File: src/inc/mfp_pkg.sv
// Constants for the multifunction pin code decoder.
// Assumes one core clock domain and a plain register port.
package mfp_pkg;
  // Register port geometry
  localparam int ADDR_W   = 8;
  localparam int DATA_W   = 16;
  localparam int CODE_W   = 7;
  localparam int MAX_PINS = 7;

  // Register offsets
  localparam logic [7:0] FUNC_BASE = 8'h00;
  localparam logic [7:0] BOOL_OFS  = 8'h08;
  localparam logic [7:0] STAT_OFS  = 8'h09;
  localparam logic [7:0] PIN_OFS   = 8'h0a;
  localparam logic [7:0] CTRL_OFS  = 8'h0b;

  // Function register layout and reset values
  localparam int         FUNC_OE_BIT = 7;
  localparam logic [7:0] FUNC_RST    = 8'h00;
  localparam logic [1:0] BOOL_RST    = 2'h0;

  // Per-pin combine codes
  localparam logic [1:0] BOOL_AND  = 2'h0;
  localparam logic [1:0] BOOL_NAND = 2'h1;
  localparam logic [1:0] BOOL_OR   = 2'h2;
  localparam logic [1:0] BOOL_NOR  = 2'h3;

  // Function codes
  localparam logic [6:0] CODE_FIRST      = 7'h11;
  localparam logic [6:0] CODE_LAST       = 7'h37;
  localparam logic [6:0] CODE_CLR_COMMON = 7'h11;
  localparam logic [6:0] CODE_CLR_CH0    = 7'h12;
  localparam logic [6:0] CODE_CLR_CH1    = 7'h13;
  localparam logic [6:0] CODE_RESYNC     = 7'h1c;
  localparam logic [6:0] CODE_FAULT      = 7'h20;
  localparam logic [6:0] CODE_VALID      = 7'h24;
  localparam logic [6:0] CODE_VALTO      = 7'h28;
  localparam logic [6:0] CODE_PH_LOCK    = 7'h30;
  localparam logic [6:0] CODE_FR_LOCK    = 7'h31;
  localparam logic [6:0] CODE_AL_LOCK    = 7'h32;
  localparam logic [6:0] CODE_AL_CAL     = 7'h33;
  localparam logic [6:0] CODE_ACTIVE     = 7'h34;
  localparam logic [6:0] CODE_FREERUN    = 7'h35;
  localparam logic [6:0] CODE_HOLDOVER   = 7'h36;
  localparam logic [6:0] CODE_SWITCHING  = 7'h37;

  // Source bit positions inside the status images
  localparam int RESYNC_LO_BIT = 3;
  localparam int RESYNC_HI_BIT = 7;
  localparam int REF_FAULT_BIT = 3;
  localparam int REF_VALID_BIT = 4;
  localparam int PH_LOCK_BIT   = 1;
  localparam int FR_LOCK_BIT   = 2;
  localparam int AL_LOCK_BIT   = 3;
  localparam int AL_CAL_BIT    = 4;
  localparam int ACTIVE_MSB    = 5;
  localparam int FREERUN_BIT   = 0;
  localparam int HOLDOVER_BIT  = 1;
  localparam int SWITCHING_BIT = 2;

  // Control function slots
  localparam int NUM_CTRL      = 11;
  localparam int CF_CLR_COMMON = 0;
  localparam int CF_CLR_CH0    = 1;
  localparam int CF_CLR_CH1    = 2;
  localparam int CF_FAULT      = 3;
  localparam int CF_VALTO      = 7;
  localparam int NUM_REFS      = 4;
endpackage

File: src/design/mfp_pin_map.sv
// Multifunction pin decoder for select codes 0x11 to 0x37.
// Assumes pins arrive asynchronously, internal flags on core_clk,
// and a one-cycle register port with read data one cycle later.
//
// Chosen here: the register addresses and the address-and-strobe port.
`timescale 1ns/1ns
module mfp_pin_map #(
  parameter int N_PINS = 7,
  parameter int IRQ_W  = 8
) (
  // Clock and reset
  input  wire logic                         core_clk,
  input  wire logic                         rst,
  // Register port
  input  wire logic [mfp_pkg::ADDR_W-1:0]   reg_addr,
  input  wire logic [mfp_pkg::DATA_W-1:0]   reg_wr_data,
  input  wire logic                         reg_wr,
  input  wire logic                         reg_rd,
  output logic      [mfp_pkg::DATA_W-1:0]   reg_rd_data,
  // Multifunction pins
  input  wire logic [N_PINS-1:0]            multifunction_pin_in,
  output logic      [N_PINS-1:0]            multifunction_pin_out,
  output logic      [N_PINS-1:0]            multifunction_pin_oe_n,
  // Internal interrupt events
  input  wire logic [IRQ_W-1:0]             common_irq_events,
  input  wire logic [IRQ_W-1:0]             channel_0_irq_events,
  input  wire logic [IRQ_W-1:0]             channel_1_irq_events,
  // Internal status images
  input  wire logic [7:0]                   resync_status_lo,
  input  wire logic [7:0]                   resync_status_hi,
  input  wire logic [mfp_pkg::NUM_REFS-1:0][7:0] ref_status,
  input  wire logic [mfp_pkg::NUM_REFS-1:0] ref_active,
  input  wire logic [7:0]                   digital_loop_0_active_status,
  input  wire logic [7:0]                   digital_loop_0_lock_status,
  input  wire logic [7:0]                   digital_loop_0_mode_status,
  // Control function outputs
  output logic                              clear_common_irq,
  output logic                              clear_channel_0_irq,
  output logic                              clear_channel_1_irq,
  output logic      [mfp_pkg::NUM_REFS-1:0] ref_force_fault,
  output logic      [mfp_pkg::NUM_REFS-1:0] ref_validation_timeout
);
  import mfp_pkg::*;

  // Readback registers hold one bit per pin, the combine register two, in a DATA_W word
  if (N_PINS < 1 || N_PINS > MAX_PINS) begin : g_bad_pins
    $error("mfp_pin_map: N_PINS must be 1 to 7");
  end
  if (IRQ_W < 1) begin : g_bad_irq
    $error("mfp_pin_map: IRQ_W must be at least 1");
  end

  // Configuration state
  logic [N_PINS-1:0][7:0]    func_reg;
  logic [N_PINS-1:0][1:0]    bool_reg;

  // Pin synchroniser and outputs
  logic [N_PINS-1:0]         pin_meta_reg;
  logic [N_PINS-1:0]         pin_sync_reg;
  logic [N_PINS-1:0]         pin_out_next;
  logic [N_PINS-1:0]         pin_out_reg;
  logic [N_PINS-1:0]         pin_oe_n_reg;

  // Decoded status and control
  logic [CODE_LAST:CODE_FIRST] status_vec;
  logic [NUM_CTRL-1:0]       ctrl_next;
  logic [NUM_CTRL-1:0]       ctrl_reg;
  logic [DATA_W-1:0]         rd_next;
  logic [DATA_W-1:0]         rd_data_reg;

  // Code carried by a pin
  function automatic logic [CODE_W-1:0] pin_code(input logic [7:0] fr);
    pin_code = fr[CODE_W-1:0];
  endfunction

  // Pin is a control input when its output enable bit is clear
  function automatic logic pin_is_ctrl(input logic [7:0] fr);
    pin_is_ctrl = ~fr[FUNC_OE_BIT];
  endfunction

  // Aggregate all control pins that carry one code
  function automatic logic combine(
    input logic [CODE_W-1:0]       code,
    input logic [N_PINS-1:0][7:0]  fr,
    input logic [N_PINS-1:0][1:0]  br,
    input logic [N_PINS-1:0]       lvl
  );
    logic any_pin;
    logic any_or;
    logic or_val;
    logic and_val;
    logic term;
    any_pin = 1'b0;
    any_or  = 1'b0;
    or_val  = 1'b0;
    and_val = 1'b1;
    term    = 1'b0;
    for (int i = 0; i < N_PINS; i++) begin
      if (pin_is_ctrl(fr[i]) && pin_code(fr[i]) == code) begin
        term    = lvl[i] ^ br[i][0];
        any_pin = 1'b1;
        if (br[i][1]) begin
          any_or = 1'b1;
          or_val = or_val | term;
        end else begin
          and_val = and_val & term;
        end
      end
    end
    // OR group collapses to one term before the AND stage
    combine = any_pin & and_val & (any_or ? or_val : 1'b1);
  endfunction

  // Two-flop synchroniser on the pads
  always_ff @(posedge core_clk) begin
    if (rst) begin
      pin_meta_reg <= '0;
      pin_sync_reg <= '0;
    end else begin
      pin_meta_reg <= multifunction_pin_in;
      pin_sync_reg <= pin_meta_reg;
    end
  end

  // Function registers
  always_ff @(posedge core_clk) begin
    if (rst) begin
      for (int i = 0; i < N_PINS; i++) begin
        func_reg[i] <= FUNC_RST;
      end
    end else if (reg_wr) begin
      for (int i = 0; i < N_PINS; i++) begin
        if (reg_addr == FUNC_BASE + 8'(i)) begin
          func_reg[i] <= reg_wr_data[7:0];
        end
      end
    end
  end

  // Combine code register, two bits per pin
  always_ff @(posedge core_clk) begin
    if (rst) begin
      for (int i = 0; i < N_PINS; i++) begin
        bool_reg[i] <= BOOL_RST;
      end
    end else if (reg_wr && reg_addr == BOOL_OFS) begin
      for (int i = 0; i < N_PINS; i++) begin
        bool_reg[i] <= reg_wr_data[2*i +: 2];
      end
    end
  end

  // Status sources, indexed by code; unlisted codes stay low
  always_comb begin
    status_vec = '0;
    status_vec[CODE_CLR_COMMON] = |common_irq_events;
    status_vec[CODE_CLR_CH0]    = |channel_0_irq_events;
    status_vec[CODE_CLR_CH1]    = |channel_1_irq_events;
    status_vec[CODE_RESYNC]        = resync_status_lo[RESYNC_LO_BIT];
    status_vec[CODE_RESYNC + 7'h1] = resync_status_lo[RESYNC_HI_BIT];
    status_vec[CODE_RESYNC + 7'h2] = resync_status_hi[RESYNC_LO_BIT];
    status_vec[CODE_RESYNC + 7'h3] = resync_status_hi[RESYNC_HI_BIT];
    for (int r = 0; r < NUM_REFS; r++) begin
      status_vec[CODE_FAULT + 7'(r)] = ref_status[r][REF_FAULT_BIT];
      status_vec[CODE_VALID + 7'(r)] = ref_status[r][REF_VALID_BIT];
      status_vec[CODE_VALTO + 7'(r)] = ref_active[r];
    end
    status_vec[CODE_PH_LOCK]   = digital_loop_0_lock_status[PH_LOCK_BIT];
    status_vec[CODE_FR_LOCK]   = digital_loop_0_lock_status[FR_LOCK_BIT];
    status_vec[CODE_AL_LOCK]   = digital_loop_0_lock_status[AL_LOCK_BIT];
    status_vec[CODE_AL_CAL]    = digital_loop_0_lock_status[AL_CAL_BIT];
    status_vec[CODE_ACTIVE]    = |digital_loop_0_active_status[ACTIVE_MSB:0];
    status_vec[CODE_FREERUN]   = digital_loop_0_mode_status[FREERUN_BIT];
    status_vec[CODE_HOLDOVER]  = digital_loop_0_mode_status[HOLDOVER_BIT];
    status_vec[CODE_SWITCHING] = digital_loop_0_mode_status[SWITCHING_BIT];
  end

  // Per-pin status select; codes outside the decoded span read low
  always_comb begin
    pin_out_next = '0;
    for (int i = 0; i < N_PINS; i++) begin
      if (!pin_is_ctrl(func_reg[i]) && pin_code(func_reg[i]) >= CODE_FIRST
          && pin_code(func_reg[i]) <= CODE_LAST) begin
        pin_out_next[i] = status_vec[pin_code(func_reg[i])];
      end
    end
  end

  // Registered pin drive keeps the pads free of mux glitches
  always_ff @(posedge core_clk) begin
    if (rst) begin
      pin_out_reg  <= '0;
      pin_oe_n_reg <= '1;
    end else begin
      pin_out_reg <= pin_out_next;
      for (int i = 0; i < N_PINS; i++) begin
        pin_oe_n_reg[i] <= pin_is_ctrl(func_reg[i]);
      end
    end
  end

  // Control functions from the synchronised pin levels
  always_comb begin
    ctrl_next = '0;
    ctrl_next[CF_CLR_COMMON] = combine(CODE_CLR_COMMON, func_reg, bool_reg,
                                       pin_sync_reg);
    ctrl_next[CF_CLR_CH0]    = combine(CODE_CLR_CH0, func_reg, bool_reg,
                                       pin_sync_reg);
    ctrl_next[CF_CLR_CH1]    = combine(CODE_CLR_CH1, func_reg, bool_reg,
                                       pin_sync_reg);
    for (int r = 0; r < NUM_REFS; r++) begin
      ctrl_next[CF_FAULT + r] = combine(CODE_FAULT + 7'(r), func_reg, bool_reg,
                                        pin_sync_reg);
      // Validation ends early only for a reference that is faulted
      ctrl_next[CF_VALTO + r] = combine(CODE_VALTO + 7'(r), func_reg, bool_reg,
                                        pin_sync_reg)
                                & ref_status[r][REF_FAULT_BIT];
    end
  end

  // Control outputs are levels that follow the pins
  always_ff @(posedge core_clk) begin
    if (rst) begin
      ctrl_reg <= '0;
    end else begin
      ctrl_reg <= ctrl_next;
    end
  end

  assign clear_common_irq       = ctrl_reg[CF_CLR_COMMON];
  assign clear_channel_0_irq    = ctrl_reg[CF_CLR_CH0];
  assign clear_channel_1_irq    = ctrl_reg[CF_CLR_CH1];
  assign ref_force_fault        = ctrl_reg[CF_FAULT +: NUM_REFS];
  assign ref_validation_timeout = ctrl_reg[CF_VALTO +: NUM_REFS];
  assign multifunction_pin_out  = pin_out_reg;
  assign multifunction_pin_oe_n = pin_oe_n_reg;

  // Read decode; unmapped addresses read zero
  always_comb begin
    rd_next = '0;
    for (int i = 0; i < N_PINS; i++) begin
      if (reg_addr == FUNC_BASE + 8'(i)) begin
        rd_next = {8'h00, func_reg[i]};
      end
    end
    if (reg_addr == BOOL_OFS) begin
      for (int i = 0; i < N_PINS; i++) begin
        rd_next[2*i +: 2] = bool_reg[i];
      end
    end
    if (reg_addr == STAT_OFS) begin
      rd_next[N_PINS-1:0] = pin_out_reg;
    end
    if (reg_addr == PIN_OFS) begin
      rd_next[N_PINS-1:0] = pin_sync_reg;
    end
    if (reg_addr == CTRL_OFS) begin
      rd_next[NUM_CTRL-1:0] = ctrl_reg;
    end
  end

  // Read data stands only in the cycle after the strobe
  always_ff @(posedge core_clk) begin
    if (rst) begin
      rd_data_reg <= '0;
    end else if (reg_rd) begin
      rd_data_reg <= rd_next;
    end else begin
      rd_data_reg <= '0;
    end
  end

  assign reg_rd_data = rd_data_reg;

endmodule // mfp_pin_map

File: config.mk
export PLATFORM = sky130hd
export DESIGN_NAME = mfp_pin_map
export DESIGN_NICKNAME = d
export VERILOG_FILES = /design/src/inc/mfp_pkg.sv /design/src/design/mfp_pin_map.sv
export SDC_FILE = /design/constraint.sdc
export NUM_CORES = 1
export LEC_CHECK = 0
export BUFFER_PORTS_ARGS = -buffer_cell sky130_fd_sc_hd__buf_2
export CAP_MARGIN = 20
export CORE_UTILIZATION = 45
export CTS_BUF_LIST = sky130_fd_sc_hd__clkbuf_8
export CTS_CLUSTER_DIAMETER = 80
export DETAILED_ROUTE_END_ITERATION = 16
export PLACE_DENSITY_LB_ADDON = 0.1
export SLEW_MARGIN = 5
export SYNTH_ARGS = -nofsm -noshare
export SYNTH_HDL_FRONTEND = slang
export SYNTH_SLANG_ARGS = --single-unit
export TNS_END_PERCENT = 50
File: constraint.sdc
create_clock -name core_clk -period 4.5 [get_ports core_clk]
set_input_delay 0 -clock core_clk [delete_from_list [all_inputs] [get_ports core_clk]]
set_output_delay 0 -clock core_clk [all_outputs]
set_load 0.01 [all_outputs]
==> reports/qor.csv, run 1 <==
stage;metric;value;unit
power_and_ir_drop;Leak Pwr;3.92;nW
placed_design;dpl hpwl;33.6;mm
clock_tree;clock latency on the worst-skew pair;460;ps
logic_synthesis;Synth cell types;80;
clock_tree;htree depth;4;
sta;crit share post-route;73.0;%
cells_and_area;# nets final;1430;
detailed_routing;Initial DRC Count;1811;
logic_synthesis;Synth top cells by count;nand2_1, nor2_1, dfxtp_1;
cells_and_area;layout cells sized above 1;19.6;%
worst_setup_path;CP Max Fanout;12;
power_and_ir_drop;worst vdd ir;0.155;mV
logic_synthesis;Synth top area share;26.3;%
global_routing;largest net degree at the start of global routing;84;
die;Die Y;146;µm
flow_run;max_cap viols;0;
logic_synthesis;ys async rst share;0;%
logic_synthesis;register bit count reported by yosys;123;
clock_tree;CTS Root Cell;clkbuf_8;
cells_and_area;max reg flops;56;
cells_and_area;Filler cells;2000;
logic_synthesis;synthesized area;9350;µm²
worst_setup_path;R2R setup slack;1210;ps
detailed_routing;DRT Pass-1 Iters;9;
worst_setup_path;Data required, critical path;4760;ps
global_routing;GR Overflow Total;0;
detailed_routing;Final ANT Viol Nets;0;
die;Die Width;146;µm
worst_setup_path;critical path class;flop to flop;
global_routing;number of global-route vias before repair;10423;
power_and_ir_drop;total power;2.34;mW
logic_synthesis;Yosys top cell by area;dfxtp_1;
clock_tree;Inserted Clock Buffers;17;
clock_tree;# resized after CTS;0;
die;die area;21400;µm²
die;I/O Pins;176;
worst_setup_path;Crit path largest cell delay;840;ps
sta;Tmin final;3290;ps
logic_synthesis;Ys Warns;0;
detailed_routing;Avg Vias per Cell;7.10;
clock_tree;CTS tree;done;
sta;Slew HR;26.5;%
sta;endpoints failing hold;0;
sta;setup tns final;0;ps
worst_setup_path;Cell Chain, Critical Path;or4b_1 -> or3_1 -> o22ai_1 -> nor4_1 -> nor4_1 -> nor4_1;
worst_setup_path;CP delay by family, top;simple AND/OR/NAND/NOR gates;
logic_synthesis;number of synthesized flops with an enable pin;0;
die;Initial Utilization;46.1;%
clock_tree;Setup Buffers After CTS;0;
worst_setup_path;crit path capture type;flop;
worst_hold_path;min-delay worst type;primary input to flop;
clock_tree;clock buffer depth;2;
logic_synthesis;Top FF cell, synth;dfxtp_1;
detailed_routing;number of remaining DRC errors;0;
global_routing;all-layer global routing usage;43.6;%
die;core area;20300;µm²
worst_setup_path;Buf+Inv Stages, Crit Path;0;
run_status;run status;finished, final reports clean;
sta;fmax;304;MHz
sta;RSZ-0062 raised after global routing;no;
logic_synthesis;sequential area share after synthesis;26.3;%
sta;Setup Skew;22.7;ps
logic_synthesis;Area contributors post-synth;dfxtp_1, mux4_2, mux2i_1;
detailed_routing;vias;11217;
worst_setup_path;critical path arrival;3540;ps
sta;actual slew at the worst max-slew pin;1090;ps
worst_setup_path;Slowest cell on crit path;nor4_1;
logic_synthesis;Syn Area/Cell;7.90;µm²
global_routing;initial antenna violation count;1;
placed_design;I/O Buffers;124;
die;FP Rows;52;
clock_tree;clock transition at the registers of the reported paths;90;ps
logic_synthesis;count leader, synth;nand2_1;
sta;Max Transition Viols Final;0;
placed_design;GPL Wtd Cong;1.13;
worst_setup_path;Startpoint Class;flop;
detailed_routing;Routed WL;47.2;mm
detailed_routing;WL/cell;29.9;µm
cells_and_area;P&R area growth vs syn;16.3;%
power_and_ir_drop;P per Cell Area;215;nW/µm²
clock_tree;TritonCTS Sinks;123;
global_routing;first-pass GRT wire length;68.2;mm
logic_synthesis;Synth Instances;1183;
sta;final setup fails;0;
worst_setup_path;CP most frequent cell;nor4_1;
==> kinds of logic after synthesis <==
| family | count (synthesis) | synth area share (%) |
|---|---|---|
| other | 1 | 0.0401 |
| multiplexers | 126 | 18.8 |
| AND/OR/NAND/NOR | 544 | 28.9 |
| XOR/XNOR | 8 | 0.749 |
| flip-flops | 123 | 26.3 |
| buffers and inverters | 111 | 4.83 |
| AO/OA/AOI/OAI | 270 | 20.4 |
==> layer usage <==
| metal | routed length [µm] | GRT usage [%] |
|---|---|---|
| met5 | 0 | 0 |
| met3 | 7130 | 15.7 |
| met1 | 17600 | 55.9 |
| met2 | 19300 | 63.1 |
| met4 | 3090 | 24.8 |
==> final timing paths <==
kind | startpoint | depth (start not counted) | endpoint
hold / removal | reg_addr[2] | 4 | reg_rd_data[6]
setup / recovery | func_reg[50] | 6 | ctrl_reg[4]
hold reg to reg | pin_meta_reg[6] | 1 | pin_sync_reg[6]
setup reg to reg | func_reg[50] | 6 | ctrl_reg[4]
==> placed cells by master, fill, tap and decap left out, drive strengths merged, types with 6 or more instances in the layout <==
master / n
nor2b: 38
or4b: 6
a21oi: 42
mux4: 39
nand2b: 16
nor4: 30
o22ai: 38
a211oi: 10
and3: 15
and2: 14
buf: 160
clkbuf: 18
clkinv: 6
mux2i: 83
a31oi: 12
nand2: 152
dfxtp: 123
nand3: 52
o221ai: 12
nor3: 35
a221oi: 12
nor4b: 11
or4: 8
xor2: 7
inv: 23
a22oi: 19
a311oi: 7
nor2: 136
a2111oi: 6
dlygate4sd3: 27
o2111ai: 6
o21ai: 38
o211ai: 15
==> repair_timing <==
action,4_1_cts,5_1_grt
setup endpoints to repair,0,0
endpoints found under the hold margin,85,0
hold buffers,27,0
==> stage by stage <==
stage / instances / cell area (µm²) / setup slack [ps] / hold slack [ps] / util (%)
5_1_grt: 1578 / 10900 / 1290 / 60.8 / 53.6
4_1_cts: 1577 / 10900 / 1570 / 11.4 / 53.5
2_1_floorplan: 1184 / 9350 / 2220 / 128 / -
6_report: 1579 / 10900 / 1210 / 31.1 / 53.6
3_5_place_dp: 1518 / 10200 / 1580 / 213 / 50.3
3_3_place_gp: 1518 / 10200 / 1500 / 218 / 50.3
==> report_power, final <==
part	total, mW	switching, mW	internal [mW]
Sequential	1.10	0.00544	1.09
Clock	0.996	0.583	0.414
Combinational	0.240	0.146	0.0947
Total	2.34	0.734	1.60
==> layout make-up <==
| type | instances | area (µm²) | share of cell area (%) |
|---|---|---|---|
| clock buffers | 17 | 234 | 2.15 |
| clock inverters | 15 | 150 | 1.38 |
| inverters | 15 | 56.3 | 0.518 |
| diodes | 1 | 2.50 | 0.0230 |
| multi-input cells | 950 | 6460 | 59.4 |
| repair buffers | 188 | 1170 | 10.7 |
| well taps | 270 | 338 | 3.11 |
| flip-flops and latches | 123 | 2460 | 22.6 |
==> worst reg2reg max path, stage by stage, from the launching register on <==
cell	delay [ps]
dfxtp_1	710
or4b_1	260
or3_1	490
o22ai_1	160
nor4_1	500
nor4_1	140
nor4_1	840
Power figures use the tool's default switching activity.
==> run 2, diff against run 1 <==
--- a/config.mk
+++ b/config.mk
@@ -5,6 +5,7 @@
 export SDC_FILE = /design/constraint.sdc
 export NUM_CORES = 1
 export LEC_CHECK = 0
+export ABC_AREA = 1
 export BUFFER_PORTS_ARGS = -buffer_cell sky130_fd_sc_hd__buf_2
 export CAP_MARGIN = 20
 export CORE_UTILIZATION = 45
==> constraint.sdc (replaced) <==
create_clock -name core_clk -period 2.85 [get_ports core_clk]
set_input_delay 0 -clock core_clk [delete_from_list [all_inputs] [get_ports core_clk]]
set_output_delay 0 -clock core_clk [all_outputs]
set_load 0.01 [all_outputs]
==> reports/qor.csv, run 2 <==
stage;metric;value;unit;change
run_status;run status;finished, final reports clean;;unchanged
die;Die Y;145;µm;was 146 µm
logic_synthesis;register bit count reported by yosys;123;;unchanged
detailed_routing;number of remaining DRC errors;0;;unchanged
cells_and_area;max reg flops;56;;unchanged
clock_tree;clock buffer depth;2;;unchanged
global_routing;met1 usage;58.6;%;was 55.9%
logic_synthesis;Ys Warns;0;;unchanged
global_routing;first-pass GRT wire length;70.3;mm;was 68.2 mm
sta;crit share post-route;84.5;%;was 73.0%
power_and_ir_drop;worst vdd ir;0.322;mV;was 0.155 mV
die;I/O Pins;176;;unchanged
sta;RSZ-0062 raised after global routing;no;;unchanged
logic_synthesis;synthesized area;9230;µm²;was 9350 µm²
logic_synthesis;sequential area share after synthesis;26.7;%;was 26.3%
detailed_routing;Routed WL;47.9;mm;was 47.2 mm
clock_tree;CTS Root Cell;clkbuf_8;;unchanged
global_routing;M3 GR Usage;10.3;%;was 15.7%
cells_and_area;most frequent cells in the layout;nand2_1, nor2_1, inv_1;;was nand2_1, nor2_1, buf_2
die;Die Width;145;µm;was 146 µm
detailed_routing;Avg Vias per Cell;6.24;;was 7.10
cells_and_area;# nets final;1862;;was 1430
global_routing;number of global-route vias before repair;11448;;was 10423
sta;endpoints failing hold;0;;unchanged
sta;Tmin final;2410;ps;was 3290 ps
sta;Slew HR;33.1;%;was 26.5%
sta;Setup Skew;21.1;ps;was 22.7 ps
global_routing;all-layer global routing usage;44.8;%;was 43.6%
worst_hold_path;Hold Startpoint;reg_wr_data[3];;was reg_addr[2]
detailed_routing;WL/cell;23.8;µm;was 29.9 µm
global_routing;met2 Use GR;66.1;%;was 63.1%
worst_setup_path;critical path class;flop to flop;;unchanged
logic_synthesis;Area contributors post-synth;dfxtp_1, nand2_1, nor2_1;;was dfxtp_1, mux4_2, mux2i_1
sta;setup tns final;0;ps;unchanged
worst_setup_path;crit path capture type;flop;;unchanged
cells_and_area;commonest non-fill, non-tap cell in the layout;nand2_1;;unchanged
logic_synthesis;count leader, synth;nand2_1;;unchanged
global_routing;global route hottest layer;met2;;unchanged
clock_tree;Inserted Clock Buffers;17;;unchanged
logic_synthesis;Synth Instances;1563;;was 1183
power_and_ir_drop;Leak Pwr;4.68;nW;was 3.92 nW
power_and_ir_drop;P per Cell Area;354;nW/µm²;was 215 nW/µm²
sta;Final Hold Slack;34.1;ps;was 31.1 ps
worst_setup_path;cells on worst reg2reg path;7;;was 6
worst_setup_path;R2R setup slack;440;ps;was 1210 ps
worst_setup_path;CP Max Fanout;6;;was 12
die;Initial Utilization;45.8;%;was 46.1%
worst_hold_path;hold path depth;3;;was 4
clock_tree;CTS tree;done;;unchanged
sta;actual slew at the worst max-slew pin;1000;ps;was 1090 ps
worst_setup_path;critical path arrival;2720;ps;was 3540 ps
worst_hold_path;Hold Crit Endpoint;func_reg[51];;was reg_rd_data[6]
placed_design;GPL Wtd Cong;1.09;;was 1.13
sta;fmax;415;MHz;was 304 MHz
global_routing;largest net degree at the start of global routing;27;;was 84
detailed_routing;Final ANT Viol Nets;0;;unchanged
detailed_routing;DRT Pass-1 Iters;6;;was 9
flow_run;max_cap viols;0;;unchanged
sta;Max Transition Viols Final;0;;unchanged
detailed_routing;vias;12551;;was 11217
cells_and_area;P&R area growth vs syn;18.1;%;was 16.3%
worst_setup_path;Startpoint Class;flop;;unchanged
die;core area;20200;µm²;was 20300 µm²
logic_synthesis;Top FF cell, synth;dfxtp_1;;unchanged
detailed_routing;Initial DRC Count;1921;;was 1811
clock_tree;# resized after CTS;0;;unchanged
worst_setup_path;worst r2r dst;ctrl_reg[7];;was ctrl_reg[4]
logic_synthesis;Synth top area share;26.7;%;was 26.3%
logic_synthesis;number of synthesized flops with an enable pin;0;;unchanged
worst_hold_path;min-delay worst type;primary input to flop;;unchanged
logic_synthesis;Yosys top cell by area;dfxtp_1;;unchanged
worst_setup_path;Data required, critical path;3170;ps;was 4760 ps
global_routing;GR Overflow Total;0;;unchanged
placed_design;dpl hpwl;36.6;mm;was 33.6 mm
sta;final setup fails;0;;unchanged
global_routing;initial antenna violation count;1;;unchanged
clock_tree;clock latency on the worst-skew pair;460;ps;about the same
worst_setup_path;reg2reg start;pin_sync_reg[2];;was func_reg[50]
logic_synthesis;Synth top cells by count;nand2_1, nor2_1, inv_1;;was nand2_1, nor2_1, dfxtp_1
cells_and_area;layout cells sized above 1;13.4;%;was 19.6%
die;FP Rows;52;;unchanged
clock_tree;TritonCTS Sinks;123;;unchanged
clock_tree;htree depth;4;;unchanged
placed_design;I/O Buffers;124;;unchanged
die;die area;21100;µm²;was 21400 µm²
logic_synthesis;ys async rst share;0;%;unchanged
logic_synthesis;Syn Area/Cell;5.91;µm²;was 7.90 µm²
logic_synthesis;Synth cell types;48;;was 80
clock_tree;clock transition at the registers of the reported paths;90;ps;about the same
power_and_ir_drop;total power;3.86;mW;was 2.34 mW
[run 2: kinds of logic after synthesis]
group / count (synthesis) / share of synthesized area [%]
AND/OR/NAND/NOR: 834 / 39.3
other: 1 / 0.0406
XOR/XNOR: 7 / 0.745
flip-flops: 123 / 26.7
buffers and inverters: 240 / 10.3
AO/OA/AOI/OAI: 358 / 22.9
[run 2: where the power goes]
group          switching, mW  leakage [nW]  total [mW]  internal [mW]
sequential           0.00990         0.994        1.74           1.73
combinational          0.290          3.49       0.432          0.142
clock                  0.890         0.194        1.68          0.794
total                   1.19          4.68        3.86           2.66
[run 2: how the worst max path moves through the flow]
stage             endpoint             from  depth (start not counted)  slack (ps)
6_report       ctrl_reg[7]  pin_sync_reg[2]                          7         440
5_1_grt        ctrl_reg[1]     func_reg[26]                         10         390
4_1_cts        ctrl_reg[8]  pin_sync_reg[2]                          9         680
3_5_place_dp   ctrl_reg[8]  pin_sync_reg[2]                          9         690
3_3_place_gp   ctrl_reg[8]     func_reg[37]                         11         680
2_1_floorplan  ctrl_reg[6]     func_reg[49]                          9        1400
[run 2: through the flow]
step           util (%)  cells  instance area (µm²)  setup WS [ps]
2_1_floorplan         -   1564                 9240           1400
3_3_place_gp       50.8   1953                10200            685
3_5_place_dp       50.8   1953                10200            691
4_1_cts            54.0   2010                10900            680
5_1_grt            54.0   2010                10900            389
6_report           54.1   2011                10900            443
[run 2: area by class of cell]
class,count,area (µm²)
Timing Repair Buffer,182,1120
Clock inverter,15,165
Clock buffer,17,234
Multi-Input combinational cell,1201,5820
Fill cell,2123,9270
Tap cell,270,338
Antenna cell,1,2.50
Inverter,202,761
Sequential cell,123,2460
[run 2: timing repair]
item                                   CTS  global route
hold buffers                            25             0
setup endpoints to repair                0             0
buffers inserted                         0             0
endpoints found under the hold margin   34             0
[run 2: per-layer routing]
metal  vias to the layer above  wire, µm  part of all wire [%]
met5                         -         0                     0
met4                         0      3170                   6.6
met3                       200      6360                    13
met2                      1013     19700                    41
met1                      5721     18600                    39
li1                       5617         -                     -
[run 2: critical path: stages (launching register included)]
cell and delay [ps]:
dfxtp_1 380, xor2_1 550, nor2_1 340, inv_1 330
o22ai_1 140, nor2_1 100, nand3_1 80, nor2_1 350
